===== src/qdc_regs.svh =====
// Purpose: Offsets, field positions, codes and reset values of the quad converter control.
// Assumes: Included by its bare name from the package only.
// Notes:   Definitions only.
`ifndef QDC_REGS_SVH
`define QDC_REGS_SVH

// Serial frame
`define QDC_FRAME_BITS      5'h18
`define QDC_COUNT_SATURATE  5'h19
`define QDC_DATA_BITS       16
`define QDC_FUNC_BITS       6

// Target select codes
`define QDC_TSEL_FUNCTION   3'h0
`define QDC_TSEL_DATA       3'h2
`define QDC_TSEL_COARSE     3'h3
`define QDC_TSEL_FINE       3'h4
`define QDC_TSEL_OFFSET     3'h5

// Channel select codes, and function codes under target 000
`define QDC_CSEL_ALL        3'h4
`define QDC_FN_NO_OPERATION 3'h0
`define QDC_FN_CONTROL      3'h1
`define QDC_FN_CLEAR        3'h4
`define QDC_FN_LOAD         3'h5

// Codes and reset values
`define QDC_ZERO_CODE       16'h0000
`define QDC_SIGN_FLIP       16'h8000
`define QDC_FINE_MASK       16'h003F
`define QDC_FUNC_RESET      6'h00
`define QDC_PIN_RESET       6'h36
`define QDC_CTRL_RESET      1'h0
`define QDC_ERR_RESET       8'h00

// Bus map: word offsets and register groups (address bits 7:4)
`define QDC_CTRL_OFFSET     8'h00
`define QDC_STATUS_OFFSET   8'h04
`define QDC_GRP_MISC        4'h0
`define QDC_GRP_OUTPUT      4'h1
`define QDC_GRP_INPUT       4'h2
`define QDC_GRP_COARSE      4'h3
`define QDC_GRP_FINE        4'h4
`define QDC_GRP_OFFSET      4'h5

// Field positions
`define QDC_CTRL_DAISY_BIT  0
`define QDC_ST_CLAMP_BIT    0
`define QDC_ST_CODING_BIT   1
`define QDC_ST_PEND_BIT     2
`define QDC_ST_ERR_LSB      8
`define QDC_ST_FUNC_LSB     16

`endif


===== src/qdc_pkg.sv =====
// Purpose: Types shared by the quad converter control modules.
// Assumes: qdc_regs.svh holds the codes, offsets and reset values.
// Notes:   Struct fields are listed most significant first.
package qdc_pkg;
  `include "qdc_regs.svh"

  typedef logic [15:0] qdc_code_type;

  typedef struct packed {
    logic serialClock;
    logic frameSelectN;
    logic serialDataIn;
    logic loadOutputsN;
    logic clearOutputsN;
    logic codingSelect;
  } qdc_link_pins_type;

  typedef struct packed {
    logic         readWrite;
    logic         reserved;
    logic [2:0]   targetSelect;
    logic [2:0]   channelSelect;
    qdc_code_type data;
  } qdc_frame_type;

  typedef struct packed {
    logic groundAdjust;
    logic io1Direction;
    logic io1Value;
    logic io0Direction;
    logic io0Value;
    logic outputPinDisable;
  } qdc_func_type;
endpackage


===== src/qdc_pin_sync.sv =====
// Purpose: Two-flop synchroniser for the serial link pins.
// Assumes: Inputs are asynchronous to clock.
// Notes:   First stage is read by the second stage only.
`timescale 1ns/1ps
module qdc_pin_sync #(
  parameter int         WIDTH     = 6,
  parameter logic [5:0] RESET_VAL = 6'h00
) (
  input  wire logic             clock,
  input  wire logic             rst,
  input  wire logic [WIDTH-1:0] pinIn,
  output logic      [WIDTH-1:0] pinOut
);
  logic [WIDTH-1:0] stage1_reg;

  for (genvar i = 0; i < WIDTH; i++) begin : g_bit
    always_ff @(posedge clock) begin
      if (rst) begin
        stage1_reg[i] <= RESET_VAL[i];
        pinOut[i]     <= RESET_VAL[i];
      end else begin
        stage1_reg[i] <= pinIn[i];
        pinOut[i]     <= stage1_reg[i];
      end
    end
  end
endmodule


===== src/qdc_serial_load_control.sv =====
// Purpose: Serial load, readback, update and clear control of a quad 16-bit converter.
// Assumes: Link pins are sampled by clock; Wishbone classic slave for status.
// Notes:   dacCode carries the ladder code; outputsClamped means the outputs are held at 0 V.
`timescale 1ns/1ps
module qdc_serial_load_control
  import qdc_pkg::*;
(
  input  wire logic              clock,
  input  wire logic              rst,
  input  wire qdc_link_pins_type linkPins,
  output logic                   serialDataOut,
  output qdc_code_type [3:0]     dacCode,
  output logic                   outputsClamped,
  output qdc_func_type           funcControl,
  input  wire logic              wb_cyc_i,
  input  wire logic              wb_stb_i,
  input  wire logic              wb_we_i,
  input  wire logic [7:0]        wb_adr_i,
  input  wire logic [31:0]       wb_dat_i,
  input  wire logic [3:0]        wb_sel_i,
  output logic                   wb_ack_o,
  output logic [31:0]            wb_dat_o
);

  qdc_link_pins_type pinNow;
  qdc_link_pins_type pinPrev_reg;
  logic [23:0]       shift_reg;
  logic [4:0]        bitCount_reg;
  logic              readPending_reg;
  logic [5:0]        readSel_reg;
  logic              daisyMode_reg;
  logic [7:0]        invalidCount_reg;
  logic              clamped_reg;
  qdc_func_type      func_reg;
  qdc_code_type      inData_reg  [4];
  qdc_code_type      outData_reg [4];
  qdc_code_type      coarse_reg  [4];
  qdc_code_type      fine_reg    [4];
  qdc_code_type      offset_reg  [4];

  logic          sclkFall;
  logic          sclkRise;
  logic          frameStart;
  logic          frameEnd;
  logic          loadFall;
  logic          clearFall;
  logic          frameValid;
  logic          writeOk;
  logic          functionWrite;
  logic          dataWrite;
  logic          loadHeldLow;
  logic          clearEvent;
  logic          loadEvent;
  logic [3:0]    chanHit;
  qdc_frame_type frame;
  qdc_code_type  readData;
  qdc_code_type  flipMask;
  logic          wbReq;
  logic [31:0]   wbReadMux;
  logic [1:0]    wbChan;
  logic          ctrlWrite;
  logic [31:0]   statusWord;

  qdc_pin_sync #(
    .WIDTH     (6),
    .RESET_VAL (`QDC_PIN_RESET)
  ) u_pin_sync (
    .clock  (clock),
    .rst    (rst),
    .pinIn  (linkPins),
    .pinOut (pinNow)
  );

  // Edge detection on synchronised pins
  always_ff @(posedge clock) begin
    if (rst) begin
      pinPrev_reg <= qdc_link_pins_type'(`QDC_PIN_RESET);
    end else begin
      pinPrev_reg <= pinNow;
    end
  end

  assign sclkFall   = pinPrev_reg.serialClock & ~pinNow.serialClock;
  assign sclkRise   = ~pinPrev_reg.serialClock & pinNow.serialClock;
  assign frameStart = pinPrev_reg.frameSelectN & ~pinNow.frameSelectN;
  assign frameEnd   = ~pinPrev_reg.frameSelectN & pinNow.frameSelectN;
  assign loadFall   = pinPrev_reg.loadOutputsN & ~pinNow.loadOutputsN;
  // The clear pin resets high, so a clear held low at power-on shows as a fall
  assign clearFall  = pinPrev_reg.clearOutputsN & ~pinNow.clearOutputsN;

  // Shift register and edge count
  always_ff @(posedge clock) begin
    if (rst) begin
      shift_reg    <= 24'h00_0000;
      bitCount_reg <= 5'h00;
    end else if (frameStart) begin
      bitCount_reg <= 5'h00;
      if (readPending_reg) begin
        shift_reg <= {8'h00, readData};
      end
    end else if (~pinNow.frameSelectN && sclkFall) begin
      shift_reg <= {shift_reg[22:0], pinNow.serialDataIn};
      if (bitCount_reg != `QDC_COUNT_SATURATE) begin
        bitCount_reg <= bitCount_reg + 5'h01;
      end
    end
  end

  // Standalone needs exactly 24 edges; daisy mode keeps the last 24 of more
  assign frameValid = frameEnd && ((bitCount_reg == `QDC_FRAME_BITS) ||
                      (daisyMode_reg && bitCount_reg == `QDC_COUNT_SATURATE));
  assign frame         = qdc_frame_type'(shift_reg);
  assign writeOk       = frameValid & ~frame.readWrite;
  assign functionWrite = writeOk && frame.targetSelect == `QDC_TSEL_FUNCTION;
  assign dataWrite     = writeOk && frame.targetSelect == `QDC_TSEL_DATA;
  assign loadHeldLow   = ~pinNow.loadOutputsN;
  assign clearEvent    = clearFall ||
                         (functionWrite && frame.channelSelect == `QDC_FN_CLEAR);
  assign loadEvent     = loadFall ||
                         (functionWrite && frame.channelSelect == `QDC_FN_LOAD);

  // Readback select
  always_ff @(posedge clock) begin
    if (rst) begin
      readPending_reg <= 1'b0;
      readSel_reg     <= 6'h00;
    end else if (frameValid) begin
      readPending_reg <= frame.readWrite;
      readSel_reg     <= {frame.targetSelect, frame.channelSelect};
    end
  end

  always_comb begin
    readData = `QDC_ZERO_CODE;
    unique case (readSel_reg[5:3])
      `QDC_TSEL_DATA:    readData = inData_reg[readSel_reg[1:0]];
      `QDC_TSEL_COARSE:  readData = coarse_reg[readSel_reg[1:0]];
      `QDC_TSEL_FINE:    readData = fine_reg[readSel_reg[1:0]];
      `QDC_TSEL_OFFSET:  readData = offset_reg[readSel_reg[1:0]];
      `QDC_TSEL_FUNCTION: begin
        if (readSel_reg[2:0] == `QDC_FN_CONTROL) begin
          readData = {10'h000, func_reg};
        end
      end
      default:           readData = `QDC_ZERO_CODE;
    endcase
  end

  // Serial output: launched on rising clock, idle low when disabled
  always_ff @(posedge clock) begin
    if (rst) begin
      serialDataOut <= 1'b0;
    end else if (func_reg.outputPinDisable) begin
      serialDataOut <= 1'b0;
    end else if (frameStart) begin
      serialDataOut <= readPending_reg ? 1'b0 : shift_reg[23];
    end else if (~pinNow.frameSelectN && sclkRise) begin
      serialDataOut <= shift_reg[23];
    end
  end

  // Function control bits
  always_ff @(posedge clock) begin
    if (rst) begin
      func_reg <= qdc_func_type'(`QDC_FUNC_RESET);
    end else if (functionWrite && frame.channelSelect == `QDC_FN_CONTROL) begin
      func_reg <= qdc_func_type'(frame.data[5:0]);
    end
  end

  assign funcControl = func_reg;

  // Channel registers
  for (genvar ch = 0; ch < 4; ch++) begin : g_chan
    assign chanHit[ch] = (frame.channelSelect == 3'(ch)) ||
                         (frame.channelSelect == `QDC_CSEL_ALL);

    // Clear beats load and writes in the same cycle
    always_ff @(posedge clock) begin
      if (rst) begin
        inData_reg[ch]  <= `QDC_ZERO_CODE;
        outData_reg[ch] <= `QDC_ZERO_CODE;
      end else if (clearEvent) begin
        inData_reg[ch]  <= `QDC_ZERO_CODE;
        outData_reg[ch] <= `QDC_ZERO_CODE;
      end else begin
        if (dataWrite && chanHit[ch]) begin
          inData_reg[ch] <= frame.data;
        end
        if (loadEvent) begin
          outData_reg[ch] <= inData_reg[ch];
        end
        // Individual write wins over a same-cycle load
        if (dataWrite && chanHit[ch] && loadHeldLow) begin
          outData_reg[ch] <= frame.data;
        end
      end
    end

    always_ff @(posedge clock) begin
      if (rst) begin
        coarse_reg[ch] <= `QDC_ZERO_CODE;
        fine_reg[ch]   <= `QDC_ZERO_CODE;
        offset_reg[ch] <= `QDC_ZERO_CODE;
      end else if (writeOk && chanHit[ch]) begin
        if (frame.targetSelect == `QDC_TSEL_COARSE) begin
          coarse_reg[ch] <= frame.data;
        end
        if (frame.targetSelect == `QDC_TSEL_FINE) begin
          fine_reg[ch] <= frame.data & `QDC_FINE_MASK;
        end
        if (frame.targetSelect == `QDC_TSEL_OFFSET) begin
          offset_reg[ch] <= frame.data;
        end
      end
    end

    // Ladder code: with coding select low, twos complement is turned to offset binary
    always_ff @(posedge clock) begin
      if (rst) begin
        dacCode[ch] <= `QDC_ZERO_CODE;
      end else begin
        dacCode[ch] <= outData_reg[ch] ^ flipMask;
      end
    end
  end

  assign flipMask = pinNow.codingSelect ? `QDC_ZERO_CODE : `QDC_SIGN_FLIP;

  // Output clamp released by the first update or clear
  always_ff @(posedge clock) begin
    if (rst) begin
      clamped_reg <= 1'b1;
    end else if (clearEvent || loadEvent || (dataWrite && loadHeldLow)) begin
      clamped_reg <= 1'b0;
    end
  end

  always_ff @(posedge clock) begin
    if (rst) begin
      outputsClamped <= 1'b1;
    end else begin
      outputsClamped <= clamped_reg;
    end
  end

  // Invalid frames only bump a counter
  always_ff @(posedge clock) begin
    if (rst) begin
      invalidCount_reg <= `QDC_ERR_RESET;
    end else if (frameEnd && !frameValid) begin
      invalidCount_reg <= invalidCount_reg + 8'h01;
    end
  end

  // Wishbone classic slave, one registered answer the cycle after each request
  assign wbReq  = wb_cyc_i & wb_stb_i & ~wb_ack_o;
  assign wbChan = wb_adr_i[3:2];
  // Writes land at the taking edge, the same edge that raises ack
  assign ctrlWrite = wbReq && wb_we_i && (wb_adr_i == `QDC_CTRL_OFFSET) && wb_sel_i[0];

  always_ff @(posedge clock) begin
    if (rst) begin
      wb_ack_o <= 1'b0;
    end else begin
      wb_ack_o <= wbReq;
    end
  end

  always_ff @(posedge clock) begin
    if (rst) begin
      daisyMode_reg <= `QDC_CTRL_RESET;
    end else if (ctrlWrite) begin
      daisyMode_reg <= wb_dat_i[`QDC_CTRL_DAISY_BIT];
    end
  end

  // Status word assembled apart from the address decode
  always_comb begin
    statusWord                        = 32'h0000_0000;
    statusWord[`QDC_ST_CLAMP_BIT]     = clamped_reg;
    statusWord[`QDC_ST_CODING_BIT]    = pinNow.codingSelect;
    statusWord[`QDC_ST_PEND_BIT]      = readPending_reg;
    statusWord[`QDC_ST_ERR_LSB +: 8]  = invalidCount_reg;
    statusWord[`QDC_ST_FUNC_LSB +: 6] = func_reg;
  end

  always_comb begin
    wbReadMux = 32'h0000_0000;
    unique case (wb_adr_i[7:4])
      `QDC_GRP_MISC: begin
        if (wb_adr_i == `QDC_CTRL_OFFSET) begin
          wbReadMux[`QDC_CTRL_DAISY_BIT] = daisyMode_reg;
        end else if (wb_adr_i == `QDC_STATUS_OFFSET) begin
          wbReadMux = statusWord;
        end
      end
      `QDC_GRP_OUTPUT: wbReadMux = {16'h0000, outData_reg[wbChan]};
      `QDC_GRP_INPUT:  wbReadMux = {16'h0000, inData_reg[wbChan]};
      `QDC_GRP_COARSE: wbReadMux = {16'h0000, coarse_reg[wbChan]};
      `QDC_GRP_FINE:   wbReadMux = {16'h0000, fine_reg[wbChan]};
      `QDC_GRP_OFFSET: wbReadMux = {16'h0000, offset_reg[wbChan]};
      default:         wbReadMux = 32'h0000_0000;
    endcase
  end

  always_ff @(posedge clock) begin
    if (rst) begin
      wb_dat_o <= 32'h0000_0000;
    end else if (wbReq && !wb_we_i) begin
      wb_dat_o <= wbReadMux;
    end
  end

endmodule


===== config.mk =====
export PLATFORM = sky130hd
export DESIGN_NAME = qdc_serial_load_control
export DESIGN_NICKNAME = d
export VERILOG_FILES = /design/src/qdc_pkg.sv /design/src/qdc_pin_sync.sv /design/src/qdc_serial_load_control.sv
export VERILOG_INCLUDE_DIRS = /design/src /design/src/src
export SDC_FILE = /design/constraint.sdc
export NUM_CORES = 1
export LEC_CHECK = 0
export BUFFER_PORTS_ARGS = -buffer_cell sky130_fd_sc_hd__buf_2
export CAP_MARGIN = 40
export CORE_MARGIN = 2
export CORE_UTILIZATION = 52
export CTS_BUF_LIST = sky130_fd_sc_hd__clkbuf_2
export DETAILED_ROUTE_END_ITERATION = 8
export GPL_ROUTABILITY_DRIVEN = 0
export PLACE_DENSITY_LB_ADDON = 0.15
export SKIP_LAST_GASP = 1
export SLEW_MARGIN = 10
export SYNTH_ARGS = -nofsm -noshare
export SYNTH_HDL_FRONTEND = slang
export SYNTH_HIERARCHICAL = 1
export SYNTH_SLANG_ARGS = --single-unit
export TNS_END_PERCENT = 1

===== constraint.sdc =====
create_clock -name clock -period 4.4 [get_ports clock]
set_input_delay 0.88 -clock clock [delete_from_list [all_inputs] [get_ports clock]]
set_output_delay 0.88 -clock clock [all_outputs]
set_load 0.03 [all_outputs]

==> impl_metrics.yaml, run 1 <==
timing:
  fmax_mhz: 303
  final-max-slew-violation-count: 0
  skew_ns: 0.115
  rsz0062_at_grt: "false"
  finalSetupViolCount: 0
  slew_headroom_pct: 35.6
  min_period_ns: 3.30
  finalCritPeriodShare_pct: 74.9
  worst_pin_slew_ns: 0.965
  final-hold-violation-count: 0
  setup_tns_ns: 0
logic_synthesis:
  ys_types: 77
  yosysSeqAreaShare_pct: 55.4
  synth-seq-cells: 439
  yosys_warnings: 6
  async_reset_ff_share_pct: 0
  synth_area_per_cell_um2: 12.7
  synth-main-ff-cell: "edfxtp_1"
  synth-edff-count: 280
  synth.cell_area_um2: 20900
  netlist_instances: 1651
final_layout:
  nNetsFinal: 1870
  syn_to_final_growth_pct: 11.0
  drive_gt1_share_pct: 28.0
  final_cells: 2426
  finalInstanceArea_um2: 23200
  fillers: 3331
setup_path:
  rr_worst_depth: 4
  startpoint: "frame[20]$_SDFFE_PP0P_"
  critPathMaxFanout: 18
  arrival_ns: 3.96
  worstSetupPathType: "register to register"
  rr_startpoint: "frame[20]$_SDFFE_PP0P_"
  endpoint_kind: "register"
  startpoint_type: "register"
  required_ns: 5.06
floorplan:
  die_y_um: 205
  die_w_um: 205
  start_util_pct: 52.6
  rows: 73
  core_region_area_um2: 39700
  dieArea_um2: 41800
  io_pins: 160
power:
  p_seq_share_pct: 57.8
  powerDensity_nw_per_um2: 346
  clkPwrFrac_pct: 34.9
  power_switching_mw: 2.12
  p_int_mw: 5.90
  swShare_pct: 26.4
  worst_ir_drop_vdd_uv: 166
  leakage_nw: 8.65
  combPwrFrac_pct: 7.3
route:
  postRouteAntennaNets: 0
  dr_total_vias: 14300
  first_pass_iters: 5
  wl_per_cell_um: 23.1
  via_per_inst: 5.91
  drt_iter0_drc: 1368
  remaining_drc_errors: 0
  routed_wl_um: 56100
cts:
  cts-root-buf: "clkbuf_2"
  cts_buffers: 111
  ctsResizeCount: 0
  clock_latency_ns: 1.10
  path_clk_slew_ns: 0.10
  htree_num_levels: 3
  cts_tree: "built"
  clockBufferDepth: 3
  cts_sinks: 439
grt:
  track_usage_pct: 27.2
  antenna_found_initial: 2
  grt_pass1_wl_um: 84500
  overflow: 0
  grt_max_degree: 85
  grt_pass1_vias: 13800
outcome:
  run_status: "completed"
placement:
  placed_cells: 2217
  post_dp_cell_area_um2: 22100
  port_buffers: 115
  dp_hpwl_um: 39000
worst_hold_path:
  hold_path_depth: 3
  hp-class: "primary input to register"
  hold_path.startpoint: "wb_dat_i[0]"
run:
  drv_cap: 0
-- final cells by class --
class | count | area (um2) | area share (%)
diodes | 1 | 2.50 | 0.0108
inverters | 42 | 158 | 0.679
clock inverters | 35 | 194 | 0.835
repair buffers | 183 | 1210 | 5.23
multi-input cells | 1034 | 8560 | 36.9
clock buffers | 167 | 836 | 3.60
well taps | 525 | 657 | 2.83
flip-flops and latches | 439 | 11600 | 49.9
-- worst max-delay path, stage by stage (launching register included) --
cell     delay (ns)
dfxtp_1        0.61
nor4b_4        0.41
nand2_2        0.24
or4_1          0.92
nand2_1        0.71
-- layout by cell type (no fill, tap or decap), drive strengths merged, types with 19 or more instances in the layout --
cell type	instances
a22oi	52
nor3	34
mux2i	19
nor2b	71
nand2	109
and2	207
dfxtp	159
o2bb2ai	30
inv	44
nor2	78
mux4	114
clkinv	30
edfxtp	280
o21ai	34
o31ai	35
buf	177
a22o	22
clkbuf	167
a21oi	32
-- layer usage --
layer / track usage, % / vias to the layer above / part of all wire (%) / wire, um
met2: 41.2 / 706 / 46 / 25700
met4: 7.74 / 2 / 1.6 / 892
met1: 39.2 / 7037 / 43 / 24100
met5: 0 / - / 0.016 / 9
met3: 6.78 / 74 / 9.6 / 5410
li1: - / 6507 / - / -
-- final timing paths --
check	end	slack (ns)
worst max-delay path	outData_reg[2][13]$_SDFFCE_PN0P_	1.10
worst min-delay path	daisyMode_reg$_SDFFE_PP0P_	0.14
worst max register to register	outData_reg[2][13]$_SDFFCE_PN0P_	1.10
worst min register to register	u_pin_sync/pinOut[1]$_SDFF_PP1_	0.42
-- cell families (layout without fill, tap and decap cells) --
kind of cell	after synthesis	count (layout)	share of synthesized area (%)
other	1	11	0.0179
multiplexers	136	136	13.3
AND/OR/NAND/NOR	611	611	16.6
AO/OA/AOI/OAI	258	258	9.75
buffers and inverters	187	427	4.01
XOR/XNOR	15	15	0.628
flip-flops	439	439	55.4
adder cells (fa/ha/maj)	4	4	0.239
-- cells in the mapped netlist, types with 9 or more instances --
library cell / count / area (um2)
edfxtp_1: 280 / 8410
and2_1: 207 / 1290
dfxtp_1: 159 / 3180
mux4_2: 114 / 2570
nand2_1: 108 / 405
clkbuf_1: 87 / 327
nor2_1: 77 / 289
nor2b_1: 71 / 444
a22oi_1: 52 / 390
inv_1: 40 / 150
buf_2: 34 / 170
o21ai_0: 34 / 170
a21oi_1: 31 / 155
o2bb2ai_1: 30 / 263
nor3_1: 29 / 145
o31ai_2: 24 / 300
a22o_1: 22 / 193
mux2i_1: 19 / 190
nor4_1: 14 / 87.6
and3_1: 13 / 81.3
xor2_1: 12 / 105
buf_4: 11 / 82.6
nand3_1: 10 / 50.1
a31oi_1: 9 / 56.3
or2_1: 9 / 56.3
-- stage by stage --
step	hold WS [ns]	setup slack (ns)	total power [mW]	util, %
after floorplan	0.383	1.29	5.09	-
after global placement	0.387	0.947	5.29	55.2
after detailed placement	0.394	0.865	5.31	55.7
after CTS	0.0347	1.09	8.09	58.4
after global routing	0.112	0.912	8.36	58.4
final	0.135	1.10	8.02	58.4
-- power by group through the flow --
stage                     clock network [mW]  registers [mW]  logic, mW
final                                   2.80            4.64      0.589
after global routing                    3.08            4.66      0.623
after CTS                               2.87            4.64      0.588
after detailed placement                   0            4.73      0.582
after global placement                     0            4.72      0.570
after floorplan                            0            4.75      0.341
-- repair_timing --
action / 4_1_cts / 5_1_grt
buffers inserted: 0 / 0
hold endpoints to repair: 6 / 0
hold buffers: 6 / 0
(Power assumes the default switching activity.)
==> run 2, diff against run 1 <==
- ABC_AREA: default -> 1
- clock period: 4.4 -> 3.4 ns (I/O delays scaled with it)
==> run 2 against run 1 <==
Compared with the run above: sequential share of layout area grew 0.88 points; highest routed layer is now met4; design area shrank 1.7%; via count grew 28%; clock power grew 15%; critical path type unchanged; global-route usage grew 3.5 points; core utilization shrank 0.75 points; sequential power grew 29%; cell count grew 34%.
==> impl_metrics.yaml, run 2 <==
final_layout:
  seq_area_um2: 11600
  finalInstanceArea_um2: 22800
  multi_input_area_um2: 7660
  syn_to_final_growth_pct: 10.0
  fillers: 3583
  nNetsFinal: 2710
  drive_gt1_share_pct: 14.2
  final_common_cell: "nand2_1"
  mostFrequentLayoutCells: "nand2_1 (526), nor2_1 (404), edfxtp_1 (280)"
power:
  power_switching_mw: 2.73
  worst_ir_drop_vdd_uv: 157
  leakage_nw: 9.17
  p_seq_share_pct: 60.0
  powerDensity_nw_per_um2: 438
  p_int_mw: 7.27
  combPwrFrac_pct: 7.7
  swShare_pct: 27.3
  clkPwrFrac_pct: 32.3
route:
  first_pass_iters: 6
  drt_iter0_drc: 2052
  remaining_drc_errors: 0
  via_per_inst: 5.65
  routed_wl_um: 63200
  wl_per_cell_um: 19.5
  dr_total_vias: 18400
  postRouteAntennaNets: 0
cts:
  path_clk_slew_ns: 0.10
  cts_buffers: 106
  postCtsSetupBuffers: 0
  htree_num_levels: 3
  clockBufferDepth: 3
  cts-root-buf: "clkbuf_2"
  cts_sinks: 439
  cts_tree: "built"
  clock_latency_ns: 1.02
grt:
  track_usage_pct: 30.7
  grt.met2_usage_pct: 47.9
  grt_max_degree: 88
  gr-max-usage-layer: "met2"
  grt_pass1_vias: 17400
  grt_pass1_wl_um: 97100
  overflow: 0
  grt_use_met3_pct: 7.22
  grt_use_met1_pct: 41.1
  antenna_found_initial: 1
timing:
  worst_pin_slew_ns: 0.862
  slew_headroom_pct: 42.6
  final-hold-violation-count: 0
  setup_tns_ns: 0
  min_period_ns: 2.82
  finalCritPeriodShare_pct: 83.0
  final-max-slew-violation-count: 0
  fmax_mhz: 354
  skew_ns: 0.0527
  finalSetupViolCount: 0
  rsz0062_at_grt: "false"
setup_path:
  startpoint_type: "register"
  worstSetupPathType: "register to register"
  critPathMaxFanout: 16
  setup.worst_path.end: "outData_reg[0][13]$_DFFE_PP_"
  startpoint: "bitCount_reg[0]$_SDFFE_PP0P_"
  endpoint_kind: "register"
  rr_startpoint: "bitCount_reg[0]$_SDFFE_PP0P_"
  rrSetupSlack_ns: 0.58
  rr_worst_depth: 10
  r2r-end: "outData_reg[0][13]$_DFFE_PP_"
  arrival_ns: 3.39
  required_ns: 3.97
worst_hold_path:
  hp-class: "primary input to register"
  hold_path.startpoint: "wb_we_i"
logic_synthesis:
  yosysSeqAreaShare_pct: 55.9
  synth.most_common_cell: "nand2_1"
  synth-main-ff-cell: "edfxtp_1"
  synth-edff-count: 280
  synth.cell_area_um2: 20700
  synth_area_per_cell_um2: 8.24
  ys_types: 39
  synth_area_leaders: "edfxtp_1 (41%), dfxtp_1 (15%), nand2_1 (9.5%)"
  synthTopCellsByCount: "nand2_1 (526), nor2_1 (406), edfxtp_1 (280)"
  synth-seq-cells: 439
  yosys_warnings: 6
  yosys.area.top_type: "edfxtp_1"
  async_reset_ff_share_pct: 0
  yosysTopAreaCellShare_pct: 40.6
  netlist_instances: 2515
floorplan:
  dieArea_um2: 41500
  core_region_area_um2: 39500
  start_util_pct: 52.4
  io_pins: 160
  rows: 73
  die_w_um: 204
  die_y_um: 204
placement:
  dp_hpwl_um: 42700
  post_dp_cell_area_um2: 21800
  port_buffers: 115
run:
  drv_cap: 0
outcome:
  run_status: "completed"
## run 2: worst min path at each step
| stage | cells past startpoint | endpoint | slack [ns] |
|---|---|---|---|
| after floorplan | 2 | u_pin_sync/pinOut[1]$_SDFF_PP1_ | 0.39 |
| final | 5 | wb_dat_o[0]$_SDFFE_PP0P_ | 0.26 |
| after detailed placement | 2 | u_pin_sync/pinOut[5]$_SDFF_PP1_ | 0.40 |
| after global routing | 5 | wb_dat_o[0]$_SDFFE_PP0P_ | 0.17 |
| after CTS | 5 | wb_dat_o[0]$_SDFFE_PP0P_ | 0.16 |
| after global placement | 2 | u_pin_sync/pinOut[5]$_SDFF_PP1_ | 0.39 |
## run 2: repair_timing
item,in CTS,in global routing
gates resized for setup,0,0
hold buffers,11,0
endpoints found under the hold margin,19,0
setup endpoints to repair,0,0
## run 2: worst max-delay path, stage by stage, from the launching register on
cell      delay (ns)
dfxtp_1         0.40
inv_1           0.10
ha_1            0.20
nand4_1         0.18
nand2_1         0.15
nand4_1         0.12
clkinv_1        0.09
a21boi_1        0.34
nand2_1         0.14
nor2_1          0.21
nand2_1         0.48
## run 2: logic make-up (layout without fill, tap and decap cells)
group / Yosys count / count (layout) / share of synthesized area, %
flops: 439 / 439 / 55.9
buf+inv: 388 / 588 / 7.41
compound gates: 432 / 432 / 11.2
fa+ha+maj: 4 / 4 / 0.241
other cells: 1 / 11 / 0.0181
simple gates: 1251 / 1251 / 25.2
## run 2: cell type report
cell class,count,share of cell area (%)
diodes,1,0.0110
clock buffers,150,3.29
repair buffers,192,5.34
multi-input cells,1697,33.6
inverters,215,3.54
clock inverters,31,0.554
flip-flops and latches,439,50.8
well taps,525,2.88
## run 2: power by group through the flow
stage / clock (mW) / combinational, mW / sequential [mW]
2_1_floorplan: 0 / 0.425 / 6.17
3_3_place_gp: 0 / 0.740 / 6.11
3_5_place_dp: 0 / 0.752 / 6.12
4_1_cts: 3.29 / 0.763 / 6.00
5_1_grt: 3.58 / 0.845 / 6.03
6_report: 3.23 / 0.772 / 6.00
## run 2: through the flow
stage	hold WS (ns)	utilization (%)	total power, mW	cells	setup WS, ns
2_1_floorplan	0.387	-	6.59	2524	0.479
5_1_grt	0.170	57.7	10.4	3250	0.292
6_report	0.258	57.7	10.0	3250	0.577
4_1_cts	0.159	57.7	10.1	3249	0.566
3_3_place_gp	0.394	55.1	6.85	3055	0.509
3_5_place_dp	0.398	55.2	6.87	3057	0.539
## run 2: metal layers
metal / vias up / part of all wire, %
li1: 8663 / -
met1: 8487 / 40
met2: 1071 / 45
met3: 155 / 12
met4: 0 / 3.2
met5: - / 0
